File: config.mk
export PLATFORM = sky130hd
export DESIGN_NAME = io_expander_access_control
export DESIGN_NICKNAME = d
export VERILOG_FILES = /design/src/io_expander_pkg.sv /design/src/smbus_frame_engine.sv /design/src/io_expander_access_control.sv
export SDC_FILE = /design/constraint.sdc
export NUM_CORES = 1
export LEC_CHECK = 0
export ABC_AREA = 1
export BUFFER_PORTS_ARGS = -buffer_cell sky130_fd_sc_hd__buf_2
export CORE_UTILIZATION = 60
export DETAILED_ROUTE_END_ITERATION = 6
export PLACE_DENSITY = 0.83
export SLEW_MARGIN = 20
export SYNTH_ARGS = -nofsm -noshare
export SYNTH_HDL_FRONTEND = slang
export SYNTH_SLANG_ARGS = --single-unit
File: constraint.sdc
create_clock -name clk_i -period 4.3 [get_ports clk_i]
set_input_delay 0.215 -clock clk_i [delete_from_list [all_inputs] [get_ports clk_i]]
set_output_delay 0.215 -clock clk_i [all_outputs]
set_load 0.05 [all_outputs]
File: src/io_expander_pkg.sv
package io_expander_pkg;

  // Register byte offsets
  localparam logic [11:0] CTRL_OFF       = 12'h350;
  localparam logic [11:0] ADDR0_OFF      = 12'h354;
  localparam logic [11:0] ADDR1_OFF      = 12'h358;
  localparam logic [11:0] IRQ_STATUS_OFF = 12'h370;
  localparam logic [11:0] IRQ_MASK_OFF   = 12'h374;

  // Control register fields
  localparam int PIN_LSB     = 0;
  localparam int PIN_W       = 16;
  localparam int REFRESH_BIT = 24;
  localparam int TEST_BIT    = 25;
  localparam int SEL_LSB     = 26;
  localparam int SEL_W       = 4;
  localparam int DONE_BIT    = 31;

  // Address register fields (7-bit bus address per expander)
  localparam int ADDR_W    = 7;
  localparam int ADDR_LSB0 = 1;
  localparam int ADDR_LSB1 = 9;
  localparam int ADDR_LSB2 = 17;

  // Select codes and slots
  localparam int         NUM_SLOTS = 4;
  localparam logic [3:0] SEL_EXP0  = 4'h0;
  localparam logic [3:0] SEL_EXP1  = 4'h1;
  localparam logic [3:0] SEL_EXP2  = 4'h2;
  localparam logic [3:0] SEL_EXP4  = 4'h4;

  // Interrupt status bits
  localparam int IRQ_W        = 2;
  localparam int IRQ_DONE_BIT = 0;
  localparam int IRQ_NACK_BIT = 1;

  // Reset values
  localparam logic [3:0]        SEL_RST  = 4'h0;
  localparam logic [ADDR_W-1:0] ADDR_RST = 7'h00;
  localparam logic [IRQ_W-1:0]  MASK_RST = 2'h0;

  // Bus timing: quarter of a 100 kHz bit, a least time so rounded up
  localparam int CLK_PERIOD_NS  = 20;
  localparam int SMB_QUARTER_NS = 2500;
  localparam int QUARTER_CYC    = (SMB_QUARTER_NS + CLK_PERIOD_NS - 1) / CLK_PERIOD_NS;
  localparam int FRAME_BYTES    = 6;

  typedef enum logic [3:0] {
    E_IDLE  = 4'b0001,
    E_START = 4'b0010,
    E_BIT   = 4'b0100,
    E_STOP  = 4'b1000
  } eng_state_t;

endpackage : io_expander_pkg

File: src/smbus_frame_engine.sv
module smbus_frame_engine (
  // Clock and reset
  input  wire logic        clk_i,
  input  wire logic        rst_i,
  // Request and answer
  input  wire logic        start_i,
  input  wire logic [6:0]  addr_i,
  input  wire logic [15:0] wdata_i,
  output logic             busy_o,
  output logic             done_o,
  output logic             nack_o,
  output logic [15:0]      rdata_o,
  // Open-drain bus pins
  input  wire logic        scl_i,
  output logic             scl_o,
  output logic             scl_oe_n_o,
  input  wire logic        sda_i,
  output logic             sda_o,
  output logic             sda_oe_n_o
);

  io_expander_pkg::eng_state_t st_q;
  logic [7:0]  cnt_q;
  logic [1:0]  ph_q;
  logic [2:0]  byte_q;
  logic [3:0]  bit_q;
  logic [6:0]  addr_q;
  logic [15:0] wdata_q;
  logic [15:0] rdata_q;
  logic        nack_q;
  logic        scl_q;
  logic        sda_q;
  logic        done_q;
  logic [1:0]  scl_sync_q;
  logic [1:0]  sda_sync_q;
  logic        tick;

  function automatic logic tx_level(input logic [2:0] b, input logic [3:0] n,
                                    input logic [6:0] a, input logic [15:0] w);
    logic [7:0] v;
    v = 8'hFF;
    case (b)
      3'h0:    v = {a, 1'b0};
      3'h1:    v = w[7:0];
      3'h2:    v = w[15:8];
      3'h3:    v = {a, 1'b1};
      default: v = 8'hFF;
    endcase
    if (n == 4'h8)
      tx_level = (b == 3'h4) ? 1'b0 : 1'b1;
    else
      tx_level = v[3'(4'h7 - n)];
  endfunction : tx_level

  ////////////////////////////////////////////////////////////////////////////////
  // Pin synchronisers
  always_ff @(posedge clk_i)
  begin
    if (rst_i)
    begin
      scl_sync_q <= 2'h3;
      sda_sync_q <= 2'h3;
    end
    else
    begin
      scl_sync_q <= {scl_sync_q[0], scl_i};
      sda_sync_q <= {sda_sync_q[0], sda_i};
    end
  end

  ////////////////////////////////////////////////////////////////////////////////
  // Quarter-bit divider; a target holding the clock low stretches the phase
  assign tick = (cnt_q == 8'(io_expander_pkg::QUARTER_CYC - 1)) && !(scl_q && !scl_sync_q[1]);

  always_ff @(posedge clk_i)
  begin
    if (rst_i || st_q == io_expander_pkg::E_IDLE)
      cnt_q <= 8'h00;
    else if (tick)
      cnt_q <= 8'h00;
    else if (cnt_q != 8'(io_expander_pkg::QUARTER_CYC - 1))
      cnt_q <= cnt_q + 8'h01;
  end

  ////////////////////////////////////////////////////////////////////////////////
  // Frame: start, addr+W, out lo, out hi, restart, addr+R, in lo, in hi, stop
  always_ff @(posedge clk_i)
  begin
    done_q <= 1'b0;
    if (rst_i)
    begin
      st_q    <= io_expander_pkg::E_IDLE;
      ph_q    <= 2'h0;
      byte_q  <= 3'h0;
      bit_q   <= 4'h0;
      addr_q  <= 7'h00;
      wdata_q <= 16'h0000;
      rdata_q <= 16'h0000;
      nack_q  <= 1'b0;
      scl_q   <= 1'b1;
      sda_q   <= 1'b1;
    end
    else if (st_q == io_expander_pkg::E_IDLE)
    begin
      if (start_i)
      begin
        st_q    <= io_expander_pkg::E_START;
        addr_q  <= addr_i;
        wdata_q <= wdata_i;
        nack_q  <= 1'b0;
        byte_q  <= 3'h0;
        bit_q   <= 4'h0;
        ph_q    <= 2'h0;
      end
    end
    else if (tick)
    begin
      ph_q <= ph_q + 2'h1;
      case (st_q)
        io_expander_pkg::E_START:
        begin
          case (ph_q)
            2'h0:    sda_q <= 1'b1;
            2'h1:    scl_q <= 1'b1;
            2'h2:    sda_q <= 1'b0;
            default:
            begin
              scl_q <= 1'b0;
              bit_q <= 4'h0;
              st_q  <= io_expander_pkg::E_BIT;
            end
          endcase
        end
        io_expander_pkg::E_BIT:
        begin
          case (ph_q)
            2'h0:    sda_q <= tx_level(byte_q, bit_q, addr_q, wdata_q);
            2'h1:    scl_q <= 1'b1;
            2'h2:
            begin
              if (bit_q != 4'h8 && byte_q >= 3'h4)
                rdata_q <= {rdata_q[14:0], sda_sync_q[1]};
              if (bit_q == 4'h8 && byte_q < 3'h4 && sda_sync_q[1])
                nack_q <= 1'b1;
            end
            default:
            begin
              scl_q <= 1'b0;
              if (bit_q == 4'h8)
              begin
                bit_q <= 4'h0;
                if (byte_q == 3'h2)
                  st_q <= io_expander_pkg::E_START;
                else if (byte_q == 3'(io_expander_pkg::FRAME_BYTES - 1))
                  st_q <= io_expander_pkg::E_STOP;
                byte_q <= byte_q + 3'h1;
              end
              else
                bit_q <= bit_q + 4'h1;
            end
          endcase
        end
        io_expander_pkg::E_STOP:
        begin
          case (ph_q)
            2'h0:    sda_q <= 1'b0;
            2'h1:    scl_q <= 1'b1;
            2'h2:    sda_q <= 1'b1;
            default:
            begin
              st_q   <= io_expander_pkg::E_IDLE;
              done_q <= 1'b1;
            end
          endcase
        end
        default: st_q <= io_expander_pkg::E_IDLE;
      endcase
    end
  end

  // Input bytes arrive low byte first, each MSB first
  assign rdata_o    = {rdata_q[7:0], rdata_q[15:8]};
  assign busy_o     = (st_q != io_expander_pkg::E_IDLE);
  assign done_o     = done_q;
  assign nack_o     = nack_q;
  assign scl_o      = 1'b0;
  assign sda_o      = 1'b0;
  assign scl_oe_n_o = scl_q;
  assign sda_oe_n_o = sda_q;

endmodule : smbus_frame_engine

File: src/io_expander_access_control.sv
module io_expander_access_control (
  // Clock and reset
  input  wire logic              clk_i,
  input  wire logic              rst_i,
  // Wishbone slave
  input  wire logic              wb_cyc_i,
  input  wire logic              wb_stb_i,
  input  wire logic              wb_we_i,
  input  wire logic [11:0]       wb_adr_i,
  input  wire logic [3:0]        wb_sel_i,
  input  wire logic [31:0]       wb_dat_i,
  output logic [31:0]            wb_dat_o,
  output logic                   wb_ack_o,
  // Interrupt
  output logic                   irq_o,
  // Core side, one 16-bit lane per expander slot
  input  wire logic [3:0][15:0]  core_out_i,
  input  wire logic [3:0][15:0]  pin_is_input_i,
  output logic [3:0][15:0]       expander_in_o,
  // Master bus pins
  input  wire logic              scl_i,
  output logic                   scl_o,
  output logic                   scl_oe_n_o,
  input  wire logic              sda_i,
  output logic                   sda_o,
  output logic                   sda_oe_n_o
);

  logic                                  ack_q;
  logic [31:0]                           dat_q;
  logic [3:0]                            sel_q;
  logic                                  test_q;
  logic                                  done_q;
  logic [3:0][15:0]                      sw_out_q;
  logic [3:0][15:0]                      in_val_q;
  logic [3:0][15:0]                      out_sent_q;
  logic [3:0][io_expander_pkg::ADDR_W-1:0] addr_q;
  logic [3:0]                            pend_q;
  logic [3:0]                            dreq_q;
  logic                                  run_dreq_q;
  logic [1:0]                            run_slot_q;
  logic [io_expander_pkg::IRQ_W-1:0]     irq_st_q;
  logic [io_expander_pkg::IRQ_W-1:0]     irq_mask_q;

  logic        acc;
  logic        wr;
  logic        hit_ctrl;
  logic        hit_a0;
  logic        hit_a1;
  logic        hit_st;
  logic        hit_mk;
  logic [31:0] lane_m;
  logic [2:0]  sel_dec;
  logic [2:0]  new_dec;
  logic        pin_wr;
  logic        done_clr;
  logic        done_set;
  logic [3:0]  set_pend;
  logic [3:0]  set_dreq;
  logic [3:0][15:0] drive_val;
  logic [1:0]  cur;
  logic        go;
  logic [15:0] eng_wdata;
  logic        eng_busy;
  logic        eng_done;
  logic        eng_nack;
  logic [15:0] eng_rdata;
  logic [31:0] rd_mux;

  // Returns {valid, slot}
  function automatic logic [2:0] slot_of(input logic [3:0] code);
    case (code)
      io_expander_pkg::SEL_EXP0: slot_of = 3'b100;
      io_expander_pkg::SEL_EXP1: slot_of = 3'b101;
      io_expander_pkg::SEL_EXP2: slot_of = 3'b110;
      io_expander_pkg::SEL_EXP4: slot_of = 3'b111;
      default:                   slot_of = 3'b000;
    endcase
  endfunction : slot_of

  function automatic logic [15:0] pin_view(input logic [15:0] in_v, input logic [15:0] out_v,
                                           input logic [15:0] dir);
    pin_view = (in_v & dir) | (out_v & ~dir);
  endfunction : pin_view

  function automatic logic hit(input logic [11:0] adr, input logic [11:0] off);
    hit = (adr[11:2] == off[11:2]);
  endfunction : hit

  ////////////////////////////////////////////////////////////////////////////////
  // Bus decode: every access answers one cycle after it is presented
  assign acc      = wb_cyc_i && wb_stb_i && !ack_q;
  assign wr       = acc && wb_we_i;
  assign hit_ctrl = hit(wb_adr_i, io_expander_pkg::CTRL_OFF);
  assign hit_a0   = hit(wb_adr_i, io_expander_pkg::ADDR0_OFF);
  assign hit_a1   = hit(wb_adr_i, io_expander_pkg::ADDR1_OFF);
  assign hit_st   = hit(wb_adr_i, io_expander_pkg::IRQ_STATUS_OFF);
  assign hit_mk   = hit(wb_adr_i, io_expander_pkg::IRQ_MASK_OFF);
  assign lane_m   = {{8{wb_sel_i[3]}}, {8{wb_sel_i[2]}}, {8{wb_sel_i[1]}}, {8{wb_sel_i[0]}}};
  assign sel_dec  = slot_of(sel_q);
  assign new_dec  = wb_sel_i[3] ? slot_of(wb_dat_i[io_expander_pkg::SEL_LSB +: 4]) : sel_dec;
  assign pin_wr   = wr && hit_ctrl && test_q && sel_dec[2] && (|wb_sel_i[1:0]);
  assign done_clr = wr && hit_ctrl && wb_sel_i[3] && wb_dat_i[io_expander_pkg::DONE_BIT];
  assign done_set = eng_done && run_dreq_q && sel_dec[2] && (sel_dec[1:0] == run_slot_q);

  always_ff @(posedge clk_i)
  begin
    if (rst_i)
    begin
      ack_q <= 1'b0;
      dat_q <= 32'h0000_0000;
    end
    else
    begin
      ack_q <= acc;
      if (acc)
        dat_q <= wb_we_i ? 32'h0000_0000 : rd_mux;
    end
  end

  always_comb
  begin
    rd_mux = 32'h0000_0000;
    if (hit_ctrl)
    begin
      // Refresh trigger and reserved bits stay zero
      rd_mux[io_expander_pkg::DONE_BIT] = done_q;
      rd_mux[io_expander_pkg::SEL_LSB +: io_expander_pkg::SEL_W] = sel_q;
      rd_mux[io_expander_pkg::TEST_BIT] = test_q;
      if (sel_dec[2])
        rd_mux[io_expander_pkg::PIN_LSB +: io_expander_pkg::PIN_W] =
          pin_view(in_val_q[sel_dec[1:0]], out_sent_q[sel_dec[1:0]],
                   pin_is_input_i[sel_dec[1:0]]);
    end
    else if (hit_a0)
    begin
      rd_mux[io_expander_pkg::ADDR_LSB0 +: io_expander_pkg::ADDR_W] = addr_q[0];
      rd_mux[io_expander_pkg::ADDR_LSB1 +: io_expander_pkg::ADDR_W] = addr_q[1];
      rd_mux[io_expander_pkg::ADDR_LSB2 +: io_expander_pkg::ADDR_W] = addr_q[2];
    end
    else if (hit_a1)
      rd_mux[io_expander_pkg::ADDR_LSB0 +: io_expander_pkg::ADDR_W] = addr_q[3];
    else if (hit_st)
      rd_mux[io_expander_pkg::IRQ_W-1:0] = irq_st_q;
    else if (hit_mk)
      rd_mux[io_expander_pkg::IRQ_W-1:0] = irq_mask_q;
  end

  assign wb_dat_o = dat_q;
  assign wb_ack_o = ack_q;

  ////////////////////////////////////////////////////////////////////////////////
  // Control fields
  always_ff @(posedge clk_i)
  begin
    if (rst_i)
    begin
      sel_q  <= io_expander_pkg::SEL_RST;
      test_q <= 1'b0;
    end
    else if (wr && hit_ctrl && wb_sel_i[3])
    begin
      sel_q  <= wb_dat_i[io_expander_pkg::SEL_LSB +: io_expander_pkg::SEL_W];
      test_q <= wb_dat_i[io_expander_pkg::TEST_BIT];
    end
  end

  // Set beats clear so a frame ending in the clearing cycle is not lost
  always_ff @(posedge clk_i)
  begin
    if (rst_i)
      done_q <= 1'b0;
    else if (done_set)
      done_q <= 1'b1;
    else if (done_clr)
      done_q <= 1'b0;
  end

  // Test values only land in output bits; input bits stay read-only
  always_ff @(posedge clk_i)
  begin
    if (rst_i)
      sw_out_q <= '0;
    else if (pin_wr)
      sw_out_q[sel_dec[1:0]] <= (sw_out_q[sel_dec[1:0]] & ~(lane_m[15:0] &
        ~pin_is_input_i[sel_dec[1:0]])) | (wb_dat_i[15:0] & lane_m[15:0] &
        ~pin_is_input_i[sel_dec[1:0]]);
  end

  always_ff @(posedge clk_i)
  begin
    if (rst_i)
      addr_q <= {io_expander_pkg::NUM_SLOTS{io_expander_pkg::ADDR_RST}};
    else
    begin
      if (wr && hit_a0 && wb_sel_i[0])
        addr_q[0] <= wb_dat_i[io_expander_pkg::ADDR_LSB0 +: io_expander_pkg::ADDR_W];
      if (wr && hit_a0 && wb_sel_i[1])
        addr_q[1] <= wb_dat_i[io_expander_pkg::ADDR_LSB1 +: io_expander_pkg::ADDR_W];
      if (wr && hit_a0 && wb_sel_i[2])
        addr_q[2] <= wb_dat_i[io_expander_pkg::ADDR_LSB2 +: io_expander_pkg::ADDR_W];
      if (wr && hit_a1 && wb_sel_i[0])
        addr_q[3] <= wb_dat_i[io_expander_pkg::ADDR_LSB0 +: io_expander_pkg::ADDR_W];
    end
  end

  ////////////////////////////////////////////////////////////////////////////////
  // Transaction requests per slot
  always_comb
  begin
    set_pend = 4'h0;
    set_dreq = 4'h0;
    for (int s = 0; s < io_expander_pkg::NUM_SLOTS; s++)
    begin
      drive_val[s] = (test_q && sel_dec[2] && sel_dec[1:0] == 2'(s)) ?
                     sw_out_q[s] : core_out_i[s];
      // Core changes go out without the flag; a slot launching now already carries them
      if (((drive_val[s] ^ out_sent_q[s]) & ~pin_is_input_i[s]) != '0 && !(go && cur == 2'(s)))
        set_pend[s] = 1'b1;
    end
    if (wr && hit_ctrl && wb_sel_i[3] && wb_dat_i[io_expander_pkg::REFRESH_BIT] && new_dec[2])
      set_dreq[new_dec[1:0]] = 1'b1;
    if (pin_wr)
      set_dreq[sel_dec[1:0]] = 1'b1;
    if (wr && hit_a0)
      set_dreq[2:0] = set_dreq[2:0] | wb_sel_i[2:0];
    if (wr && hit_a1 && wb_sel_i[0])
      set_dreq[3] = 1'b1;
    set_pend = set_pend | set_dreq;
  end

  always_comb
  begin
    cur = 2'h0;
    for (int s = io_expander_pkg::NUM_SLOTS - 1; s >= 0; s--)
      if (pend_q[s])
        cur = 2'(s);
  end

  assign go        = !eng_busy && (|pend_q);
  assign eng_wdata = (drive_val[cur] & ~pin_is_input_i[cur]) | pin_is_input_i[cur];

  always_ff @(posedge clk_i)
  begin
    if (rst_i)
    begin
      pend_q     <= 4'h0;
      dreq_q     <= 4'h0;
      run_dreq_q <= 1'b0;
      run_slot_q <= 2'h0;
    end
    else
    begin
      pend_q <= (pend_q & ~(go ? 4'(1) << cur : 4'h0)) | set_pend;
      dreq_q <= (dreq_q & ~(go ? 4'(1) << cur : 4'h0)) | set_dreq;
      if (go)
      begin
        run_slot_q <= cur;
        run_dreq_q <= dreq_q[cur] || set_dreq[cur];
      end
    end
  end

  always_ff @(posedge clk_i)
  begin
    if (rst_i)
    begin
      in_val_q   <= '0;
      out_sent_q <= '0;
    end
    else
    begin
      if (go)
        out_sent_q[cur] <= eng_wdata;
      if (eng_done)
        in_val_q[run_slot_q] <= eng_rdata;
    end
  end

  assign expander_in_o = in_val_q;

  ////////////////////////////////////////////////////////////////////////////////
  // Interrupt: sticky events, write one to clear, set wins
  always_ff @(posedge clk_i)
  begin
    if (rst_i)
    begin
      irq_st_q   <= '0;
      irq_mask_q <= io_expander_pkg::MASK_RST;
    end
    else
    begin
      irq_st_q <= (irq_st_q & ~((wr && hit_st && wb_sel_i[0]) ?
                  wb_dat_i[io_expander_pkg::IRQ_W-1:0] : 2'h0)) |
                  {eng_done && eng_nack, done_set};
      if (wr && hit_mk && wb_sel_i[0])
        irq_mask_q <= wb_dat_i[io_expander_pkg::IRQ_W-1:0];
    end
  end

  assign irq_o = |(irq_st_q & irq_mask_q);

  smbus_frame_engine u_engine (
    .clk_i      (clk_i),
    .rst_i      (rst_i),
    .start_i    (go),
    .addr_i     (addr_q[cur]),
    .wdata_i    (eng_wdata),
    .busy_o     (eng_busy),
    .done_o     (eng_done),
    .nack_o     (eng_nack),
    .rdata_o    (eng_rdata),
    .scl_i      (scl_i),
    .scl_o      (scl_o),
    .scl_oe_n_o (scl_oe_n_o),
    .sda_i      (sda_i),
    .sda_o      (sda_o),
    .sda_oe_n_o (sda_oe_n_o)
  );

  logic rd_ctrl;
  assign rd_ctrl = acc && !wb_we_i && hit_ctrl;
endmodule : io_expander_access_control

# Word-level counts from Yosys, hierarchy flattened
# Cells that the tools add are included.
[word_totals]
reg_bits = 342
[op_classes]
add_sub_neg = 5
magnitude_cmp = 11
n_eq_ne = 46
shift = 1
muxes = 121
bitwise_logic = 40
reduce_logical = 94
[op_table]
columns = ["operator", "n"]
rows = [
  ["$mux W16", 14],
  ["$bmux W16 S2", 6],
  ["$bwmux W64", 3],
  ["$and A16 B16 Y16", 11],
  ["$not A16 Y16", 7],
  ["$demux W16 S2", 3],
  ["$mux W4", 18],
  ["$reduce_bool A16 Y1", 4],
  ["$xor A16 B16 Y16", 4],
  ["$eq A10 B8 Y1 const B", 5],
  ["$logic_and A1 B1 Y1", 48],
  ["$mux W8", 6],
  ["$or A16 B16 Y16", 3],
  ["$mux W7", 6],
  ["$mux W32", 1],
  ["$pmux W8 S4", 1],
  ["$mux W1", 28],
  ["$reduce_and A5 Y1", 5],
  ["$mux W3", 8],
  ["$pmux W3 S4", 2],
  ["$mux W2", 10],
  ["$or A4 B4 Y4", 4],
  ["$bmux W7 S2", 1],
  ["$reduce_bool A2 Y1", 7],
  ["other kinds (57)", 113],
]

# Depth between registers and ports, before layout
# Gate-level depths: netlist of run 1.
[depth]
word_depth = 15
mapped_depth = 18
ltp_nobuf = 18

# Modules after synthesis
# A second synthesis of run 1 with hierarchy kept.
[unflattened]
cells_unflattened = 3066
hier_area_um2 = 19487.4
[by_module_without_submodules]
columns = ["module", "instances", "cells_each", "area_per_inst_um2"]
rows = [
  ["io_expander_access_control", 1, 2634, 16263.1],
  ["smbus_frame_engine", 1, 432, 3224.3],
]

# Least setup slack after synthesis of run 1
# OpenSTA, ideal clock, no wires.
[synth_path]
path_type = "register -> register"
from = "reg u_engine.cnt_q[0]"
to = "reg u_engine.bit_q[3]"
t_arrival_ps = 1934
required_time_ps = 4171
path_slack_ps = 2237
path_stages_with_launch = 12
n_path_buf = 0
period_less_slack_ps = 2063
cell_sequence = "dfxtp_1 > inv_1 > ha_1 > nand2_1 > nor3_4 > o21ai_2 > nor2_1 > nor2_1 > inv_1 > o221ai_2 > o21ai_0 > nor3b_1"
[synth_via]
elab_chain_cells = 4
[synth_lines]
columns = ["item", "line_no", "source"]
rows = [
  ["from (decl)", "smbus_frame_engine.sv:23", "logic [7:0] cnt_q;"],
  ["from (signal assigned)", "smbus_frame_engine.sv:82", "cnt_q <= cnt_q + 8'h01;"],
  ["$eq A8 B7 Y1", "smbus_frame_engine.sv:73", "assign tick = (cnt_q == 8'(io_expander_pkg::QUARTER_CYC - 1)) && !(scl_q && !scl_sync_q[1]);"],
  ["$logic_and A1 B1 Y1", "smbus_frame_engine.sv:73", ""],
  ["$reduce_bool A2 Y1 (no source line)", "-", ""],
  ["$reduce_and A5 Y1 (no source line)", "-", ""],
  ["to (signal assigned)", "smbus_frame_engine.sv:159", "bit_q <= bit_q + 4'h1;"],
  ["to (decl)", "smbus_frame_engine.sv:26", "logic [3:0] bit_q;"],
]
# No other way between the ends.
# A chain may end at the register's enable or synchronous reset.

# Worst setup path in the final report of run 1
[layout_path]
from = "reg sel_q[2]"
to = "reg dat_q[12], in the netlist wb_dat_o[12]"
[layout_via]
elab_chain_cells = 10
word_cells_on_any_way = 18
[layout_lines]
columns = ["item", "line_no", "source"]
rows = [
  ["from (decl)", "io_expander_access_control.sv:31", "logic [3:0] sel_q;"],
  ["from (signal assigned)", "io_expander_access_control.sv:158", "sel_q <= io_expander_pkg::SEL_RST;"],
  ["from (signal assigned)", "io_expander_access_control.sv:163", "sel_q <= wb_dat_i[io_expander_pkg::SEL_LSB +: io_expander_pkg::SEL_W];"],
  ["$eq A4 B3 Y1, or another cell as far along", "io_expander_access_control.sv:72", "case (code)"],
  ["$pmux W3 S4 *", "io_expander_access_control.sv:72", ""],
  ["$bmux W16 S2", "io_expander_access_control.sv:133", "pin_is_input_i[sel_dec[1:0]]);"],
  ["$mux W16 (not written as such)", "io_expander_access_control.sv:133", ""],
  ["$not A16 Y16", "io_expander_access_control.sv:83", "pin_view = (in_v & dir) | (out_v & ~dir);"],
  ["$and A16 B16 Y16", "io_expander_access_control.sv:83", ""],
  ["$or A16 B16 Y16", "io_expander_access_control.sv:83", ""],
  ["$mux W16 *", "io_expander_access_control.sv:130", "if (sel_dec[2])"],
  ["$mux W7 *", "io_expander_access_control.sv:124", "if (hit_ctrl)"],
  ["$mux W32 *", "io_expander_access_control.sv:117", "dat_q <= wb_we_i ? 32'h0000_0000 : rd_mux;"],
  ["to (signal assigned)", "io_expander_access_control.sv:117", ""],
  ["to (decl)", "io_expander_access_control.sv:30", "logic [31:0] dat_q;"],
]
# Mark *: on every way between the ends. The rest lies on a longest branch, timed or not. The select of a mux whose other input is x is not followed.

==> impl_metrics.csv, run 1 <==
group,metric,value,unit
run_status,status,"finished clean",
cells_and_area,layout_common_cells,"inv_1, o21ai_0, nand2_1",
power,power_density,431.2,mW/mm^2
floorplan,coreArea,0.03091,sq mm
placement,gp_congestion,1.047,
sta,whs,15.15,ps
synth,synth_flop_cell,"dfxtp_1",
synth,post_synth.cell_area_avg,6.424,sq um
floorplan,io_pins,285,
routing,drt-pass1-iter-count,6,
routing,route.detailed.wl_per_inst,21.16,um
sta,worstMarginPinSlew,1033,ps
sta,setup_viol,0,
setup_path,cp_common_cell,"o21ai_0",
hold_path,hp-class,"in2reg",
placement,dp_slack,1031,ps
clock_network,ctsResizeCount,0,
setup_path,cp_cell_sequence,"nor2_2 > nand2_1 > nor2_2 > inv_4 > nand2_4 > nand2_1 > o21ai_0 > inv_1 > o21ai_0 > o21ai_0 > nand3_1 > nand2_1 > o21ai_0 > a21oi_1",
routing,routed_wirelength,76.21,mm
sta,grt_setup_unrepaired,"no",
setup_path,slowest_stage,"o21ai_0",
clock_network,clk_path_buf_depth,3,
cells_and_area,final_common_cell,"inv_1",
synth,ys.warnings.count,0,
setup_path,max_stage_delay,650,ps
cells_and_area,stdcell_area,0.02196,sq mm
placement,place_area,0.02066,sq mm
floorplan,die_x,180.2,um
routing,drc_errors,0,
synth,synthArstFlopShare,0,%
setup_path,crit_buf_inv,2,
floorplan,rows,64,
clock_network,cts_buffers,36,
synth,ys_ff_latch,339,
cells_and_area,nets,3372,
clock_network,cts_root_buf,"clkbuf_16",
setup_path,critPathLaunchType,"register",
setup_path,crit_arrival,4020,ps
cells_and_area,final_core_util,71.05,%
floorplan,die_h,180.2,um
sta,fin_crit_sh,84.73,%
global_route,grt_max_degree,86,
setup_path,crit_path_end_kind,"register",
cells_and_area,syn_to_final_growth,15.22,%
clock_network,cts_max_level,2,
placement,port_buffers,275,
global_route,gr-total-overflow,0,
job,maxCapViolCount,0,
floorplan,start_util,61.66,%
global_route,grt_pass1_vias,19930,
clock_network,cts.sinks,339,
sta,slew_viol_final,0,
global_route,grt_use_total,45.42,%
cells_and_area,regArea,0.006787,sq mm
cells_and_area,multiInputGateArea,0.009517,sq mm
setup_path,crit_type,"reg2reg",
synth,synth_cell_type_count,49,
power,power.leakage,10.56,nW
cells_and_area,drive_above_1_share,13.79,%
clock_network,clk_latency,540,ps
sta,maxSlewHeadroom,30.93,%
power,irDropWorstVdd,0.2824,mV
sta,hold_viol,0,
synth,synth_cells,2967,
setup_path,path_delay_family,"simple AND/OR/NAND/NOR gates",
routing,drtAntennaViolNets,0,
synth,synth_edf_count,0,
sta,clock_skew,24.08,ps
setup_path,cp.required,4680,ps
clock_network,cts_tree,"yes",
setup_path,cp_max_fo,34,
sta,fin_setup_tns,0,ps
sta,layout_setup_ws,656.7,ps
routing,vias_per_cell,6.147,
routing,dr.first_iter.drc_count,3136,
sta,fmax,274.5,MHz
clock_network,path_clk_slew,60,ps
floorplan,dieArea,0.03248,sq mm
routing,num_vias,22130,
synth,yosysSeqAreaShare,35.61,%
global_route,grt_pass1_wl,114.1,mm
synth,netlist_area,0.01906,sq mm
sta,period_needed,3643,ps
global_route,grt_antenna_before_repair,8,
cells_and_area,final.fill_count,2648,
placement,place_hpwl,55.74,mm
==> state kept, by name (all words and copies together), names as in the netlist, 2 cells and up <==
signal,count
pend_q,4
irq_st_q,2
expander_in_o,64
wb_dat_o,29
dreq_q,4
u_engine.bit_q,4
out_sent_q,64
u_engine.wdata_q,16
u_engine.scl_sync_q,2
u_engine.st_q,4
u_engine.addr_q,7
u_engine.cnt_q,8
run_slot_q,2
irq_mask_q,2
sel_q,4
u_engine.rdata_q,16
addr_q,28
u_engine.sda_sync_q,2
u_engine.byte_q,3
u_engine.ph_q,2
sw_out_q,64
==> synth_stat cells, types with 12 or more instances <==
library cell,instances,area [sq um]
o22ai_1,27,168.9
ha_1,13,162.7
nand2_1,425,1595
nand3_1,179,895.9
a211oi_1,13,97.59
buf_2,20,100.1
o21bai_1,18,135.1
nand4_1,23,143.9
a21oi_1,324,1622
or2_2,26,162.7
clkbuf_1,122,457.9
dfxtp_1,339,6787
o211ai_1,40,300.3
nor3_1,25,125.1
o21ai_1,29,145.1
nor2_1,178,668.1
o21ai_0,491,2457
inv_1,549,2061
o31ai_1,12,90.09
==> tightest hold or removal path, stage by stage <==
cell,delay (ps)
buf_2,70
inv_1,70
a21oi_1,150
==> kinds of logic (layout without fill, tap and decap cells) <==
family / Yosys count / count (layout) / share of synthesized area (%)
xor gates and xnor gates: 6 / 6 / 0.2758
other: 1 / 11 / 0.01968
AOI/OAI and AO/OA: 998 / 998 / 28.31
buffers and inverters: 720 / 948 / 14.65
DFF: 339 / 339 / 35.61
and+or+nand+nor: 890 / 890 / 20.28
adders and majority gates: 13 / 13 / 0.8534
==> through the flow <==
step / instances / power, W
after floorplan: 2971 / 0.005270
after global placement: 3527 / 0.006087
after detailed placement: 3527 / 0.006152
after CTS: 3595 / 0.009336
after global routing: 3596 / 0.009834
final: 3601 / 0.009470
==> power by group <==
group / switching [W] / internal [W]
Combinational: 0.00183 / 0.000732
Clock: 0.00132 / 0.00192
Sequential: 0.000202 / 0.00346
==> per-layer routing <==
| layer | share of wire (%) | wire length, um | GRT usage, % | vias to the layer above |
|---|---|---|---|---|
| met5 | 0.22 | 166 | 2.222 | - |
| met4 | 5.8 | 4407 | 23.83 | 10 |
| met2 | 40 | 30650 | 64.71 | 1588 |
| li1 | - | - | - | 10140 |
| met1 | 39 | 29440 | 60.49 | 10100 |
| met3 | 15 | 11550 | 15.06 | 292 |
==> layout make-up <==
type	count	area share, %
antenna	6	0.06837
clock buffer	51	4.871
clock inverter	10	0.6666
inverter	557	9.549
multi-input combinational	1912	43.33
sequential	339	30.90
tap	396	2.256
timing repair buffer	330	8.352
==> final timing paths <==
kind,from,to,depth (start not counted),slack [ps]
setup / recovery,sel_q[2]$_SDFFE_PP0N_,wb_dat_o[12]$_SDFFE_PP0N_,14,660
hold / removal,wb_dat_i[0],irq_mask_q[0]$_SDFFE_PP0P_,3,20
setup reg to reg,sel_q[2]$_SDFFE_PP0N_,wb_dat_o[12]$_SDFFE_PP0N_,14,660
hold reg to reg,u_engine.scl_sync_q[0]$_SDFF_PP1_,u_engine.scl_sync_q[1]$_SDFF_PP1_,1,410
==> repair_timing <==
action	in CTS	in global routing
hold buffers	7	0
setup buffers	0	0
endpoints found under the hold margin	7	0
Power figures use the tool's default switching activity.
==> inputs of run 2 (changes only) <==
--- a/config.mk
+++ b/config.mk
@@ -7,9 +7,9 @@
 export LEC_CHECK = 0
 export ABC_AREA = 1
 export BUFFER_PORTS_ARGS = -buffer_cell sky130_fd_sc_hd__buf_2
-export CORE_UTILIZATION = 60
+export CORE_UTILIZATION = 52
 export DETAILED_ROUTE_END_ITERATION = 6
-export PLACE_DENSITY = 0.83
+export PLACE_DENSITY = 0.77
 export SLEW_MARGIN = 20
 export SYNTH_ARGS = -nofsm -noshare
 export SYNTH_HDL_FRONTEND = slang
==> constraint.sdc (replaced) <==
create_clock -name clk_i -period 3.13 [get_ports clk_i]
set_input_delay 0.1565 -clock clk_i [delete_from_list [all_inputs] [get_ports clk_i]]
set_output_delay 0.1565 -clock clk_i [all_outputs]
set_load 0.05 [all_outputs]
==> impl_metrics.csv, run 2 (synthesized netlist as in run 1, its figures left out) <==
group,metric,value,unit
hold_path,min_from,"wb_dat_i[4]",
floorplan,dieArea,0.03742,sq mm
sta,layout_setup_ws,129.0,ps
hold_path,holdPathStages,3,
cells_and_area,final_core_util,63.02,%
global_route,grt_pass1_vias,19850,
clock_network,cts_tree,"yes",
global_route,grt_max_degree,129,
power,power.total,0.01317,W
run_status,violations,"design-rule violations",
setup_path,crit_arrival,3430,ps
floorplan,rows,69,
floorplan,die_x,193.5,um
sta,clock_skew,14.48,ps
routing,dr.first_iter.drc_count,2769,
routing,routed_wirelength,78.38,mm
power,irDropWorstVdd,0.3944,mV
setup_path,reg2reg_depth,12,
clock_network,path_clk_slew,60,ps
routing,vias_per_cell,5.886,
sta,setup_viol,0,
setup_path,cp.required,3560,ps
sta,maxSlewHeadroom,32.22,%
routing,drc_errors,21,
power,power_density,583.3,mW/mm^2
routing,num_vias,21870,
floorplan,io_pins,285,
global_route,gr-total-overflow,0,
global_route,grt_pass1_wl,118.0,mm
cells_and_area,drive_above_1_share,14.67,%
setup_path,timing.rr.end,"out_sent_q[39]$_SDFFE_PP0P_",
clock_network,cts_max_level,2,
cells_and_area,nets,3422,
setup_path,r2r-start,"sel_q[3]$_SDFFE_PP0N_",
power,power.leakage,10.85,nW
setup_path,critPathLaunchType,"register",
sta,fmax,333.2,MHz
hold_path,holdPathEnd,"addr_q[24]$_SDFFE_PP0P_",
setup_path,cp_cell_sequence,"nor2_2 > nand2_1 > nor2_2 > buf_12 > nand2_2 > buf_4 > o21ai_0 > nand3_1 > nand3_1 > o21ai_0 > o21ai_0 > inv_1",
setup_path,cp_max_fo,19,
setup_path,cp_common_cell,"o21ai_0",
setup_path,slowest_stage,"o21ai_0",
placement,gp_congestion,1.018,
cells_and_area,syn_to_final_growth,18.47,%
global_route,grt_antenna_before_repair,7,
clock_network,clk_path_buf_depth,3,
clock_network,cts_buffers,38,
sta,grt_setup_unrepaired,"no",
placement,dp_slack,127.5,ps
floorplan,coreArea,0.03583,sq mm
placement,port_buffers,275,
clock_network,clk_latency,550,ps
setup_path,max_stage_delay,370,ps
sta,slew_viol_final,0,
clock_network,cts_root_buf,"clkbuf_16",
global_route,grt_use_total,40.90,%
sta,fin_crit_sh,95.88,%
sta,period_needed,3001,ps
cells_and_area,final_common_cell,"inv_1",
run_status,status,"finished with violations",
sta,hold_viol,0,
sta,fin_setup_tns,0,ps
setup_path,crit_path_end_kind,"register",
job,maxCapViolCount,0,
floorplan,start_util,53.20,%
hold_path,hp-class,"in2reg",
routing,drt-pass1-iter-count,7,
routing,route.detailed.wl_per_inst,21.09,um
clock_network,cts.sinks,339,
floorplan,die_h,193.5,um
routing,drtAntennaViolNets,0,
setup_path,reg2reg_slack,130,ps
cells_and_area,layout_common_cells,"inv_1, o21ai_0, nand2_1",
placement,place_hpwl,58.38,mm
setup_path,crit_type,"reg2reg",
sta,worstMarginPinSlew,1006,ps
==> run 2: changes by cell type in the layout (fill, tap and decap cells not counted), moves of 3 or more <==
cell / before / now
buf_4: 47 / 67
dlygate4sd3_1: 7 / 26
buf_12: 2 / 11
clkinv_2: 4 / 11
clkbuf_1: 6 / 3
diode_2: 6 / 3
==> run 2: power breakdown <==
part           switching, W  internal [W]  total (W)
registers          0.000295       0.00475    0.00505
logic               0.00249       0.00108    0.00356
clock network       0.00190       0.00265    0.00456
total               0.00469       0.00848     0.0132
==> run 2: how the worst max path moves through the flow <==
stage                                         from                        endpoint  cells after the start
floorplan           u_engine.cnt_q[0]$_SDFFE_PP0P_  u_engine.bit_q[3]$_SDFFE_PP0P_                     11
global placement             sel_q[2]$_SDFFE_PP0N_     out_sent_q[44]$_SDFFE_PP0P_                     13
detailed placement           sel_q[3]$_SDFFE_PP0N_     out_sent_q[44]$_SDFFE_PP0P_                     13
CTS                          sel_q[2]$_SDFFE_PP0N_     out_sent_q[44]$_SDFFE_PP0P_                     13
global route                 sel_q[3]$_SDFFE_PP0N_     out_sent_q[39]$_SDFFE_PP0P_                     12
finish                       sel_q[3]$_SDFFE_PP0N_     out_sent_q[39]$_SDFFE_PP0P_                     12
==> run 2: final cells by class <==
class | instances | area, sq um
antenna | 3 | 7.507
clock buffer | 51 | 1111
clock inverter | 15 | 133.9
fill | 3360 | 13250
inverter | 557 | 2097
multi-input combinational | 1912 | 9512
sequential | 339 | 6787
tap | 461 | 576.8
timing repair buffer | 378 | 2355
==> run 2: worst max-delay path: cells and delay by family (launching register included) <==
family,cells,cell delay [ps]
compound gates,3,1010
simple gates,6,940
buf+inv,3,570
flops,1,350
==> run 2: per-stage QoR <==
step | hold WS, ps | area (sq um) | std cells
detailed placement | 350.8 | 21070 | 3621
floorplan | 260.3 | 19070 | 2971
finish | 6.355 | 22580 | 3716
CTS | 2.888 | 22570 | 3713
global placement | 352.0 | 21070 | 3621
global route | 13.78 | 22570 | 3714
==> run 2: repair_timing <==
item / 4_1_cts / 5_1_grt
endpoints found under the hold margin: 27 / 0
setup endpoints to repair: 0 / 2
hold buffers: 26 / 0
setup buffers: 0 / 0
gates resized for setup: 0 / 1
==> run 2: per-layer routing <==
metal  share of wire, %  vias to the layer above  GRT usage (%)
li1                   -                    10240              -
met1                 41                    10030          56.66
met2                 40                     1389          58.17
met3                 14                      208          12.13
met4                4.7                        6          18.55
met5              0.041                        -              0
